## src/rtl/mbs_pkg.sv

```systemverilog
// package: constants, types and carriers for the multi-board sync block
package mbs_pkg;

  // ==========================================================
  // timing
  localparam int unsigned PCLK_NS     = 4;
  localparam int unsigned LK_CLK_NS   = 48;
  localparam int unsigned LK_HALF_CYC = LK_CLK_NS / (2 * PCLK_NS);
  // edges the strap synchroniser needs before its output is real
  localparam logic [1:0]  STRAP_WAIT  = 2'h2;

  // ==========================================================
  // register map (byte addresses)
  localparam int unsigned AW         = 12;
  localparam logic [11:0] ADDR_CMD   = 12'h000;
  localparam logic [11:0] ADDR_CTRL  = 12'h004;
  localparam logic [11:0] ADDR_STAT  = 12'h008;
  localparam logic [31:0] CMD_RESET  = 32'h0000_0000;

  // command codes written to board_command
  localparam logic [31:0] CMD_SYNC_EXCLUDE = 32'h0000_0078;
  localparam logic [31:0] CMD_TRIG_SLAVE   = 32'h0000_006f;
  localparam logic [31:0] CMD_CLK_MASTER   = 32'h0000_0080;
  localparam logic [31:0] CMD_CLK_SLAVE    = 32'h0000_0081;
  localparam logic [31:0] CMD_TRIG_MASTER  = 32'h0000_0082;
  localparam logic [31:0] CMD_CLK_ONLY     = 32'h0000_0083;

  // control register fields
  localparam int unsigned CTRL_HUB_BIT  = 0;
  localparam int unsigned CTRL_SLOT_LSB = 4;
  localparam logic [3:0]  MAX_CASCADE   = 4'h4;
  localparam logic [4:0]  MAX_HUB       = 5'h10;
  localparam logic [2:0]  HUB_OR_REV    = 3'h4;

  // status register fields
  localparam int unsigned ST_EXCL_BIT   = 0;
  localparam int unsigned ST_CLKM_BIT   = 1;
  localparam int unsigned ST_CLKS_BIT   = 2;
  localparam int unsigned ST_TRGM_BIT   = 3;
  localparam int unsigned ST_TRGS_BIT   = 4;
  localparam int unsigned ST_CONLY_BIT  = 5;
  localparam int unsigned ST_ERR_BIT    = 6;
  localparam int unsigned ST_ORAV_BIT   = 7;
  localparam int unsigned ST_DRIVE_BIT  = 8;
  localparam int unsigned ST_SLOT_LSB   = 12;
  localparam int unsigned ST_REV_LSB    = 16;

  // ==========================================================
  // types
  typedef enum logic [1:0] {CLK_NONE, CLK_MASTER, CLK_SLAVE} mbs_clk_role_t;
  typedef enum logic [1:0] {TRG_NONE, TRG_MASTER, TRG_SLAVE, TRG_CLKONLY}
    mbs_trg_role_t;
  typedef enum logic [1:0] {TS_IDLE, TS_WAIT_FALL, TS_DRIVE} mbs_tstate_t;

  typedef struct packed {
    logic          psel;
    logic          penable;
    logic          pwrite;
    logic [AW-1:0] paddr;
    logic [31:0]   pwdata;
  } mbs_apb_req_t;

  typedef struct packed {
    logic [31:0] prdata;
    logic        pready;
    logic        pslverr;
  } mbs_apb_rsp_t;

  typedef struct packed {
    logic clk_o;
    logic clk_oe_n;
    logic trig_o;
    logic trig_oe_n;
  } mbs_link_out_t;

endpackage : mbs_pkg

```

## src/rtl/mbs_sync2.sv

```systemverilog
// two flip-flop synchroniser for levels coming from outside pclk
`timescale 1ns/1ps
module mbs_sync2 #(
  parameter int unsigned W = 1
) (
  input  wire logic         pclk,
  input  wire logic         presetn,
  input  wire logic [W-1:0] async_i,
  output logic      [W-1:0] sync_o
);
  import mbs_pkg::*;

  typedef struct packed {
    logic [W-1:0] ff1;
    logic [W-1:0] ff2;
  } mbs_sync_st_t;

  mbs_sync_st_t st_q;
  mbs_sync_st_t st_d;

  always_comb
  begin
    st_d     = st_q;
    st_d.ff1 = async_i;
    st_d.ff2 = st_q.ff1;
  end

  always_ff @(posedge pclk or negedge presetn)
  begin
    if (!presetn)
      st_q <= '0;
    else
      st_q <= st_d;
  end

  assign sync_o = st_q.ff2;

endmodule : mbs_sync2

```

## src/rtl/mbs_clkdiv.sv

```systemverilog
// divider that makes the shared sample clock on the clock master
`timescale 1ns/1ps
module mbs_clkdiv (
  input  wire logic pclk,
  input  wire logic presetn,
  input  wire logic run,
  output logic      clk_o
);
  import mbs_pkg::*;

  typedef struct packed {
    logic [7:0] cnt;
    logic       clk;
  } mbs_div_st_t;

  mbs_div_st_t st_q;
  mbs_div_st_t st_d;

  always_comb
  begin
    st_d = st_q;
    if (!run)
    begin
      st_d.cnt = 8'h00;
      st_d.clk = 1'b0;
    end
    else if (st_q.cnt == 8'(LK_HALF_CYC - 1))
    begin
      st_d.cnt = 8'h00;
      st_d.clk = ~st_q.clk;
    end
    else
      st_d.cnt = st_q.cnt + 8'h01;
  end

  always_ff @(posedge pclk or negedge presetn)
  begin
    if (!presetn)
      st_q <= '0;
    else
      st_q <= st_d;
  end

  assign clk_o = st_q.clk;

endmodule : mbs_clkdiv

```

## src/rtl/mbs_sync_core.sv

```systemverilog
// multi-board clock and trigger synchronisation with apb command port
//
// Implementation choice: register access over APB.
`timescale 1ns/1ps
module mbs_sync_core (
  input  wire logic                  pclk,
  input  wire logic                  presetn,
  // apb slave
  input  wire mbs_pkg::mbs_apb_req_t apb_req,
  output mbs_pkg::mbs_apb_rsp_t      apb_rsp,
  // sync link pins
  input  wire logic                  lk_clk_i,
  input  wire logic                  lk_trig_n_i,
  output mbs_pkg::mbs_link_out_t     lk_out,
  // hub revision strap
  input  wire logic [2:0]            hub_rev_i,
  // board side
  input  wire logic                  local_trig,
  output logic                       start,
  output logic                       use_link_clk
);
  import mbs_pkg::*;

  // ==========================================================
  // state
  typedef struct packed {
    logic [31:0]   cmd;
    logic          hub;
    logic [3:0]    slot;
    logic          excluded;
    mbs_clk_role_t clk_role;
    mbs_trg_role_t trg_role;
    logic          cfg_err;
    mbs_tstate_t   tst;
    logic          lk_clk_prev;
    logic          start;
    logic          strap_done;
    logic [1:0]    strap_cnt;
    logic [2:0]    hub_rev;
    logic [31:0]   prdata;
  } mbs_core_st_t;

  mbs_core_st_t st_q;
  mbs_core_st_t st_d;

  // ==========================================================
  // link input crossing: clock and trigger share one delay
  logic [1:0] lk_s;
  logic [2:0] rev_s;
  logic       div_clk;
  logic       div_run;

  mbs_sync2 #(
    .W (2)
  ) u_lk_sync (
    .pclk    (pclk),
    .presetn (presetn),
    .async_i ({lk_clk_i, lk_trig_n_i}),
    .sync_o  (lk_s)
  );

  mbs_sync2 #(
    .W (3)
  ) u_rev_sync (
    .pclk    (pclk),
    .presetn (presetn),
    .async_i (hub_rev_i),
    .sync_o  (rev_s)
  );

  assign div_run = (st_q.clk_role == CLK_MASTER) && !st_q.excluded;

  mbs_clkdiv u_div (
    .pclk    (pclk),
    .presetn (presetn),
    .run     (div_run),
    .clk_o   (div_clk)
  );

  // ==========================================================
  // decode
  logic        lk_clk_s;
  logic        lk_trig_s;
  logic        lk_rise;
  logic        lk_fall;
  logic        joined;
  logic        share_trig;
  logic        or_avail;
  logic        setup_ph;
  logic        wr_acc;
  logic        hit;
  logic [31:0] rd_val;
  logic [3:0]  new_slot;
  logic        new_hub;
  logic [31:0] status;

  assign lk_clk_s  = lk_s[1];
  assign lk_trig_s = ~lk_s[0];
  assign lk_rise   = lk_clk_s && !st_q.lk_clk_prev;
  assign lk_fall   = !lk_clk_s && st_q.lk_clk_prev;

  // a board takes part only with a clock role and not excluded
  assign joined     = !st_q.excluded && (st_q.clk_role != CLK_NONE);
  assign share_trig = joined && ((st_q.trg_role == TRG_MASTER) ||
                                 (st_q.trg_role == TRG_SLAVE));
  assign or_avail   = st_q.hub && (st_q.hub_rev >= HUB_OR_REV);

  assign setup_ph = apb_req.psel && !apb_req.penable;
  assign wr_acc   = apb_req.psel && apb_req.penable && apb_req.pwrite;
  assign hit      = (apb_req.paddr == ADDR_CMD) ||
                    (apb_req.paddr == ADDR_CTRL) ||
                    (apb_req.paddr == ADDR_STAT);

  assign new_hub  = apb_req.pwdata[CTRL_HUB_BIT];
  assign new_slot = apb_req.pwdata[CTRL_SLOT_LSB +: 4];

  always_comb
  begin
    status                    = 32'h0000_0000;
    status[ST_EXCL_BIT]       = st_q.excluded;
    status[ST_CLKM_BIT]       = st_q.clk_role == CLK_MASTER;
    status[ST_CLKS_BIT]       = st_q.clk_role == CLK_SLAVE;
    status[ST_TRGM_BIT]       = st_q.trg_role == TRG_MASTER;
    status[ST_TRGS_BIT]       = st_q.trg_role == TRG_SLAVE;
    status[ST_CONLY_BIT]      = st_q.trg_role == TRG_CLKONLY;
    status[ST_ERR_BIT]        = st_q.cfg_err;
    status[ST_ORAV_BIT]       = or_avail;
    status[ST_DRIVE_BIT]      = st_q.tst == TS_DRIVE;
    status[ST_SLOT_LSB +: 4]  = st_q.slot;
    status[ST_REV_LSB +: 3]   = st_q.hub_rev;
  end

  always_comb
  begin
    case (apb_req.paddr)
      ADDR_CMD:
        rd_val = st_q.cmd;
      ADDR_CTRL:
      begin
        rd_val                     = 32'h0000_0000;
        rd_val[CTRL_HUB_BIT]       = st_q.hub;
        rd_val[CTRL_SLOT_LSB +: 4] = st_q.slot;
      end
      ADDR_STAT:
        rd_val = status;
      default:
        rd_val = 32'h0000_0000;
    endcase
  end

  // ==========================================================
  // next state
  always_comb
  begin
    st_d             = st_q;
    st_d.lk_clk_prev = lk_clk_s;
    st_d.start       = 1'b0;

    // strap sampled once, after its synchroniser has filled; taking it
    // at the first edge would latch the synchroniser's reset zero and
    // hide a hub that can or-combine triggers
    if (!st_q.strap_done)
    begin
      if (st_q.strap_cnt == STRAP_WAIT)
      begin
        st_d.strap_done = 1'b1;
        st_d.hub_rev    = rev_s;
      end
      else
        st_d.strap_cnt = st_q.strap_cnt + 2'h1;
    end

    // read data prepared in the setup cycle, held in a flop
    if (setup_ph)
      st_d.prdata = rd_val;

    // register writes at the access edge
    if (wr_acc && apb_req.paddr == ADDR_CMD)
    begin
      st_d.cmd = apb_req.pwdata;
      case (apb_req.pwdata)
        CMD_SYNC_EXCLUDE:
          st_d.excluded = 1'b1;
        CMD_CLK_MASTER:
        begin
          st_d.clk_role = CLK_MASTER;
          st_d.excluded = 1'b0;
        end
        CMD_CLK_SLAVE:
        begin
          st_d.clk_role = CLK_SLAVE;
          st_d.excluded = 1'b0;
        end
        CMD_TRIG_MASTER:
          st_d.trg_role = TRG_MASTER;
        CMD_TRIG_SLAVE:
          st_d.trg_role = TRG_SLAVE;
        CMD_CLK_ONLY:
          st_d.trg_role = TRG_CLKONLY;
        default:
          st_d.cmd = apb_req.pwdata;
      endcase
    end

    if (wr_acc && apb_req.paddr == ADDR_CTRL)
    begin
      // out-of-range slot is refused and flagged
      if (!new_hub && ({1'b0, new_slot} >= {1'b0, MAX_CASCADE}))
        st_d.cfg_err = 1'b1;
      else if ({1'b0, new_slot} >= MAX_HUB)
        st_d.cfg_err = 1'b1;
      else
      begin
        st_d.hub  = new_hub;
        st_d.slot = new_slot;
      end
    end

    // writing one to the error bit clears it; a new error wins
    if (wr_acc && apb_req.paddr == ADDR_STAT &&
        apb_req.pwdata[ST_ERR_BIT] && st_d.cfg_err == st_q.cfg_err)
      st_d.cfg_err = 1'b0;

    // trigger master: drive the line from one link fall to the next,
    // so exactly one rising edge sees it
    case (st_q.tst)
      TS_IDLE:
      begin
        if (local_trig && share_trig && st_q.trg_role == TRG_MASTER)
          st_d.tst = TS_WAIT_FALL;
      end
      TS_WAIT_FALL:
      begin
        if (!share_trig)
          st_d.tst = TS_IDLE;
        else if (lk_fall)
        begin
          // without the or-combine another master's pulse owns the line
          if (lk_trig_s && !or_avail)
            st_d.tst = TS_IDLE;
          else
            st_d.tst = TS_DRIVE;
        end
      end
      TS_DRIVE:
      begin
        if (lk_fall || !share_trig)
          st_d.tst = TS_IDLE;
      end
      default:
        st_d.tst = TS_IDLE;
    endcase

    // start: shared link edge when joined as trigger master or slave, local trigger otherwise
    if (share_trig)
      st_d.start = lk_rise && lk_trig_s;
    else
      st_d.start = local_trig;
  end

  // ==========================================================
  // registers
  always_ff @(posedge pclk or negedge presetn)
  begin
    if (!presetn)
    begin
      st_q             <= '0;
      st_q.cmd         <= CMD_RESET;
      st_q.clk_role    <= CLK_NONE;
      st_q.trg_role    <= TRG_NONE;
      st_q.tst         <= TS_IDLE;
    end
    else
      st_q <= st_d;
  end

  // ==========================================================
  // outputs
  assign apb_rsp.prdata  = st_q.prdata;
  // zero wait states: every register answers in its access cycle
  assign apb_rsp.pready  = 1'b1;
  assign apb_rsp.pslverr = apb_req.psel && apb_req.penable && !hit;

  // only the clock master drives the shared clock
  assign lk_out.clk_o     = div_clk;
  assign lk_out.clk_oe_n  = !div_run;
  // open-drain trigger, asserted low
  assign lk_out.trig_o    = 1'b0;
  assign lk_out.trig_oe_n = st_q.tst != TS_DRIVE;

  assign start        = st_q.start;
  assign use_link_clk = (st_q.clk_role == CLK_SLAVE) && !st_q.excluded;

endmodule : mbs_sync_core

```

## config.mk

```make
export PLATFORM = sky130hd
export DESIGN_NAME = mbs_sync_core
export DESIGN_NICKNAME = d
export VERILOG_FILES = /design/src/rtl/mbs_pkg.sv /design/src/rtl/mbs_sync2.sv /design/src/rtl/mbs_clkdiv.sv /design/src/rtl/mbs_sync_core.sv
export SDC_FILE = /design/constraint.sdc
export NUM_CORES = 1
export LEC_CHECK = 0
export BUFFER_PORTS_ARGS = -buffer_cell sky130_fd_sc_hd__buf_2
export CORE_UTILIZATION = 60
export CTS_BUF_LIST = sky130_fd_sc_hd__clkbuf_4
export CTS_CLUSTER_DIAMETER = 50
export CTS_CLUSTER_SIZE = 25
export DETAILED_ROUTE_END_ITERATION = 6
export GPL_TIMING_DRIVEN = 0
export PLACE_DENSITY = 0.86
export SETUP_SLACK_MARGIN = 0.15
export SYNTH_ARGS = -nofsm -noshare
export SYNTH_HDL_FRONTEND = slang
export SYNTH_SLANG_ARGS = --single-unit
```

## constraint.sdc

```tcl
create_clock -name pclk -period 3 [get_ports pclk]
set_clock_uncertainty 0.2 [all_clocks]
set_input_delay 0.15 -clock pclk [delete_from_list [all_inputs] [get_ports pclk]]
set_output_delay 0.15 -clock pclk [all_outputs]
set_load 0.03 [all_outputs]
```

Word-level counts from Yosys, hierarchy flattened
Cells that the tools add are included. W data, S select, Z words.

Bits in registers: 104. Latch bits: 0. Memory bits (writable): 0. Bits in read-only memories: 0. Word-level logic and storage cells: 121. Memories: 0.

$add $sub $neg: 2. Multipliers: 0. Divide/modulo/power cells: 0. Order comparisons: 2. Equality and inequality tests: 23. Shift-type cells: 0. Mux-type cells: 21. Bitwise gates (word level): 5. Reduce and logical (&&, ||, !) cells: 48.

Operators by type and width (number): $eq A32 B8 Y1 const B (4); $pmux W32 S3 (1); $eq A32 B7 Y1 const B (2); $logic_and A1 B1 Y1 (21); $eq A12 B3 Y1 const B (1); $eq A12 B4 Y1 const B (1); $logic_not A12 Y1 (1); $mux W2 (6); $pmux W2 S3 (2); $reduce_and A2 Y1 (6); $eq A2 B2 Y1 const B (5); $logic_not A1 Y1 (9); $mux W9 (1); $add A8 B1 Y8 const B (1); $eq A8 B3 Y1 const B (1); $mux W8 (1); $eq A2 B1 Y1 const B (3); $mux W1 (6); $mux W6 (1); $reduce_bool A2 Y1 (3); $not A1 Y1 (5); $ge A4 B3 Y1 const B (1); $logic_or A1 B1 Y1 (4); $ne A2 B1 Y1 const B (2); other kinds (12) (13).

Depth between registers and ports, before layout
Word-level depth: 8. Mapped depth: 7.

Modules after synthesis
A second synthesis with hierarchy kept.

Cell total of the unflattened synthesis: 400. Area total of the unflattened synthesis: 4707.0 sq um.

By module, submodules not included: mbs_sync_core (times used 1, cells an instance 345, area an instance 3980.1 sq um); mbs_clkdiv (times used 1, cells an instance 45, area an instance 476.7 sq um); mbs_sync2 (u_rev_sync) (times used 1, cells an instance 6, area an instance 150.1 sq um); mbs_sync2 (u_lk_sync) (times used 1, cells an instance 4, area an instance 100.1 sq um).

Worst setup path after synthesis
No wires, ideal clock.

Path type: in2reg. From: in apb_req[6] (netlist name). To: reg st_q[45] (netlist name). Library setup time: 0.079 ns. Arrival: 1.541 ns. Path slack: 1.180 ns. Stages on the path: 5. Cells stage by stage: buf_2 > or4b_2 > nor3_2 > and4b_1 > mux2i_1.

Cells in the longest elaborated chain, start to end: 3. Elaborated cells between the ends (all ways): 5. Classes of those cells: eq/ne: 2; mux: 1; reduce/logical: 2.

RTL lines: start: declaration (line mbs_sync_core.sv:9) `input wire mbs_pkg::mbs_apb_req_t apb_req,`; $eq A32 B8 Y1 (line mbs_sync_core.sv:181) `case (apb_req.pwdata)`; $reduce_bool A2 Y1 (no source line); $reduce_and A2 Y1 (no source line); end signal: assignment (line mbs_sync_core.sv:274) `st_q <= st_d;`; end: declaration (line mbs_sync_core.sv:43) `mbs_core_st_t st_q;`.

Several ways; a longest one is shown, not always the timed one. A chain may end at the register's enable or synchronous reset.

Worst setup path in the final report
From: in apb_req[9] (netlist name). To: reg st_q[43] (netlist name).

Cells in the longest elaborated chain, start to end: 3. Elaborated cells between the ends (all ways): 6. Classes of those cells: eq/ne: 3; mux: 1; reduce/logical: 2.

RTL lines (line): $eq A32 B8 Y1 / $eq A32 B7 Y1 (equally long branches) (mbs_sync_core.sv:181); $reduce_bool A3 Y1 (no source line); $reduce_and A2 Y1 (no source line).

Several ways; a longest one is shown, not always the timed one.

==> impl_metrics.py <==
metrics = {
    "yosys": {
        "yosys_warnings": 0,
        "portion_of_synthesized_cell_area_occupied_by_the_leading_cell_type_pct": 55.9,
        "post_synth_num_cell_types": 48,
        "synth_area_leaders": "sky130_fd_sc_hd__dfrtp_1 (56%), sky130_fd_sc_hd__nand2_1 (9.2%), sky130_fd_sc_hd__buf_4 (5.6%)",
        "ys_seq_area_share_pct": 55.9,
        "syn_nets": 512,
        "postSynthAreaPerCell_um2": 10.3,
        "commonest_cells_in_the_netlist": "sky130_fd_sc_hd__nand2_1 (114), sky130_fd_sc_hd__dfrtp_1 (104), sky130_fd_sc_hd__buf_4 (35), sky130_fd_sc_hd__nor2_1 (23), sky130_fd_sc_hd__a22o_1 (16)",
        "post-synth-top-area-cell": "sky130_fd_sc_hd__dfrtp_1",
        "synth_area_mm2": 0.00466,
        "synthCells": 451,
        "synth.most_common_cell": "sky130_fd_sc_hd__nand2_1",
        "dominantRegCellSynth": "sky130_fd_sc_hd__dfrtp_1",
        "async_reset_ff_share_pct": 100,
        "synth_edf_count": 0,
        "synth_seq_cells": 104,
    },
    "critical_path": {
        "path_class": "in -> reg",
        "cp_slowest_stage_delay_ps": 580,
        "start_kind": "primary input",
        "crit_top_cell": "sky130_fd_sc_hd__dlygate4sd3_1",
        "rr_endpoint": "u_div.st_q[3]",
        "r2r_start": "u_div.st_q[2]",
        "cp-startpoint": "apb_req[9]",
        "worst-endpoint-required_ps": 3140,
        "cp.arrival_ps": 2780,
        "reg2reg_depth": 7,
        "rrSetupSlack_ps": 1130,
        "cp_num_buf_inv": 3,
        "critPathTopFamily": "buffers and inverters",
        "capturing_element_of_the_worst_setup_path": "st_q[43]",
        "slowest_cell_on_the_critical_path": "sky130_fd_sc_hd__dlygate4sd3_1",
        "crit_path_end_kind": "register",
        "cell_chain_critical_path": "dlygate4sd3_1 > buf_2 > nor4_1 > nand4_1 > nor2_1 > and3_1 > a31oi_1 > dlygate4sd3_1",
        "path_depth": 8,
        "critical_path.max_fanout": 5,
    },
    "job": {
        "maxCapViolCount": 0,
    },
    "placed_design": {
        "gpl_wtd_cong": 0.891,
        "detailedPlace.worstSlack_ps": 732,
        "buffer_ports.inserted": 91,
        "hpwlAfterDp_mm": 7.29,
    },
    "status": {
        "run_status": "finished, final reports clean",
    },
    "timing": {
        "layout_worst_path_cycle_share_pct": 88.3,
        "clock.fmax_mhz": 378,
        "finalWorstPathRequiredPeriod_ps": 2650,
        "worst_pin_slew_ps": 628,
        "final.setup.tns_ps": 0,
        "drv_slew": 0,
        "setup_viol": 0,
        "count_of_final_hold_check_violations": 0,
        "timing.slew.headroom_pct": 58.0,
        "setup_ws_ps": 352,
        "unrepaired_setup_endpoints_after_global_routing": "false",
    },
    "clock_network": {
        "clock_latency_ps": 440,
        "cts-buffers-inserted": 9,
        "cts_tree": "built",
        "clkSlewWorstSetupHoldPaths_ps": 160,
        "cts_max_path_buffers": 2,
        "cts.repair_timing.setup_buffer_count": 0,
        "cts-htree-levels": 3,
        "cts_num_sinks": 104,
        "cts.root.buffer_cell": "sky130_fd_sc_hd__clkbuf_4",
    },
    "power": {
        "post-layout-total-power_mw": 2.35,
        "peakVddDrop_uv": 220,
        "power-per-cell-area_mw_per_mm2": 399,
        "p_leak_nw": 3.02,
    },
    "detailed_routing": {
        "drc_errors": 0,
        "detail_route.wirelength_mm": 10.8,
        "drt-initial-drc-count": 282,
        "final_antenna_net_count": 0,
        "dr.pass1.iters": 5,
        "avgRoutedWirePerCell_um": 15.3,
        "num_vias": 3839,
        "viasPerCell": 5.44,
    },
    "grt": {
        "global_route.usage.total_pct": 28.7,
        "grt_first_pass_wirelength_mm": 18.3,
        "grt.overflow.total": 0,
        "grt_max_degree": 71,
        "initial_antenna_violation_count": 0,
        "grt_pass1_vias": 3895,
    },
    "floorplanning": {
        "die_x_um": 90.1,
        "io-pin-count": 95,
        "rows": 31,
        "initial_core_util_pct": 63.2,
        "dieArea_mm2": 0.00812,
        "fp.dieH_um": 90.1,
        "core-area_mm2": 0.00737,
    },
    "hold_path": {
        "hp-class": "in -> reg",
        "hold_path_depth": 3,
    },
    "cells_and_area": {
        "areaGrowthSynthToFinish_pct": 26.7,
        "n_antenna_cell": 0,
        "filler_cell_count": 477,
        "layout-drive-gt1-share_pct": 28.2,
        "net_count_of_the_finished_layout": 663,
        "fin_util_pct": 80.1,
    },
}
==> through the flow <==
step,std cells,instance area (µm²),hold WS (ps)
after floorplan,451,4660,-346
after global placement,641,5240,57.4
after detailed placement,642,5270,-67.0
after CTS,706,5900,24.9
after global routing,706,5900,34.7
final,706,5900,36.1
==> worst register-to-register path: cells and delay by family (launching register included) <==
| kind | cells | cell delay, ps |
|---|---|---|
| flip-flops | 1 | 450 |
| AND/OR/NAND/NOR | 4 | 610 |
| adder cells (fa/ha/maj) | 1 | 140 |
| buffers and inverters | 2 | 350 |
==> final cells by class <==
class | count | area [µm²] | area share (%)
flip-flops and latches | 104 | 2600 | 44.1
multi-input cells | 285 | 1650 | 28.0
repair buffers | 140 | 966 | 16.4
plain buffers | 52 | 367 | 6.21
well taps | 99 | 124 | 2.10
clock inverters | 7 | 86.3 | 1.46
clock buffers | 9 | 67.6 | 1.14
inverters | 10 | 37.5 | 0.636
==> how the worst min path moves through the flow <==
| stage | startpoint | slack (ps) | endpoint |
|---|---|---|---|
| after floorplan | presetn | -350 | apb_rsp[10] |
| after global placement | hub_rev_i[2] | 60 | u_rev_sync.st_d[2] |
| after detailed placement | presetn | -70 | u_div.st_q[8] |
| after CTS | apb_req[45] | 20 | apb_rsp[6] |
| after global routing | apb_req[39] | 30 | st_q[42] |
| final | apb_req[45] | 40 | apb_rsp[6] |
==> timing repair <==
action | 4_1_cts | 5_1_grt
setup endpoints to repair | 0 | 0
endpoints found under the hold margin | 157 | 0
gates resized for setup | 0 | 0
hold buffers | 48 | 0
==> layer usage <==
layer  global-route usage [%]  wire (µm)  vias up
li1                         -          -     1808
met1                     37.0       4470     1850
met2                     50.4       5610      166
met3                     4.31        599       15
met4                     8.47        139        0
met5                        0          0        -
==> cells in the final DEF, fill, tap and decap left out, types with 3 or more instances in the layout <==
master,instances
sky130_fd_sc_hd__a21oi_1,10
sky130_fd_sc_hd__a221o_1,5
sky130_fd_sc_hd__a22o_1,16
sky130_fd_sc_hd__a22oi_1,13
sky130_fd_sc_hd__a32oi_1,3
sky130_fd_sc_hd__and3_1,6
sky130_fd_sc_hd__buf_2,96
sky130_fd_sc_hd__buf_4,36
sky130_fd_sc_hd__buf_6,3
sky130_fd_sc_hd__clkbuf_1,7
sky130_fd_sc_hd__clkbuf_4,9
sky130_fd_sc_hd__dfrtp_1,104
sky130_fd_sc_hd__dlygate4sd3_1,48
sky130_fd_sc_hd__ha_1,6
sky130_fd_sc_hd__inv_1,10
sky130_fd_sc_hd__mux2_2,5
sky130_fd_sc_hd__nand2_1,114
sky130_fd_sc_hd__nand2b_1,3
sky130_fd_sc_hd__nand3_1,9
sky130_fd_sc_hd__nand4_1,3
sky130_fd_sc_hd__nor2_1,23
sky130_fd_sc_hd__nor2b_1,3
sky130_fd_sc_hd__nor4_1,10
sky130_fd_sc_hd__o21ai_0,8
sky130_fd_sc_hd__o21ai_1,10
sky130_fd_sc_hd__xor2_1,6
==> power by group <==
part	internal, mW	total (mW)	switching (mW)
clock	0.272	0.757	0.484
sequential	1.41	1.42	0.00527
combinational	0.0837	0.178	0.0941
total	1.77	2.35	0.584
==> flip-flops by register name (all words and copies together), names as in the netlist <==
name               cells
start                  1
u_rev_sync.sync_o      3
u_rev_sync.st_d        3
apb_rsp               32
u_lk_sync.st_d         2
u_div.clk_o            1
st_q                  52
u_div.st_q             8
u_lk_sync.sync_o       2
==> cells by family (layout without fill, tap and decap cells) <==
group,after synthesis,after routing,share of synthesized area (%)
buffers and inverters,62,218,8.68
muxes,7,7,1.64
and+or+nand+nor,190,190,19.2
DFF,104,104,55.9
adders and majority gates,6,6,1.61
AOI/OAI and AO/OA,72,72,11.3
xor gates and xnor gates,8,8,1.50
other,2,2,0.161
No activity file was read; power rests on OpenSTA's default activity.
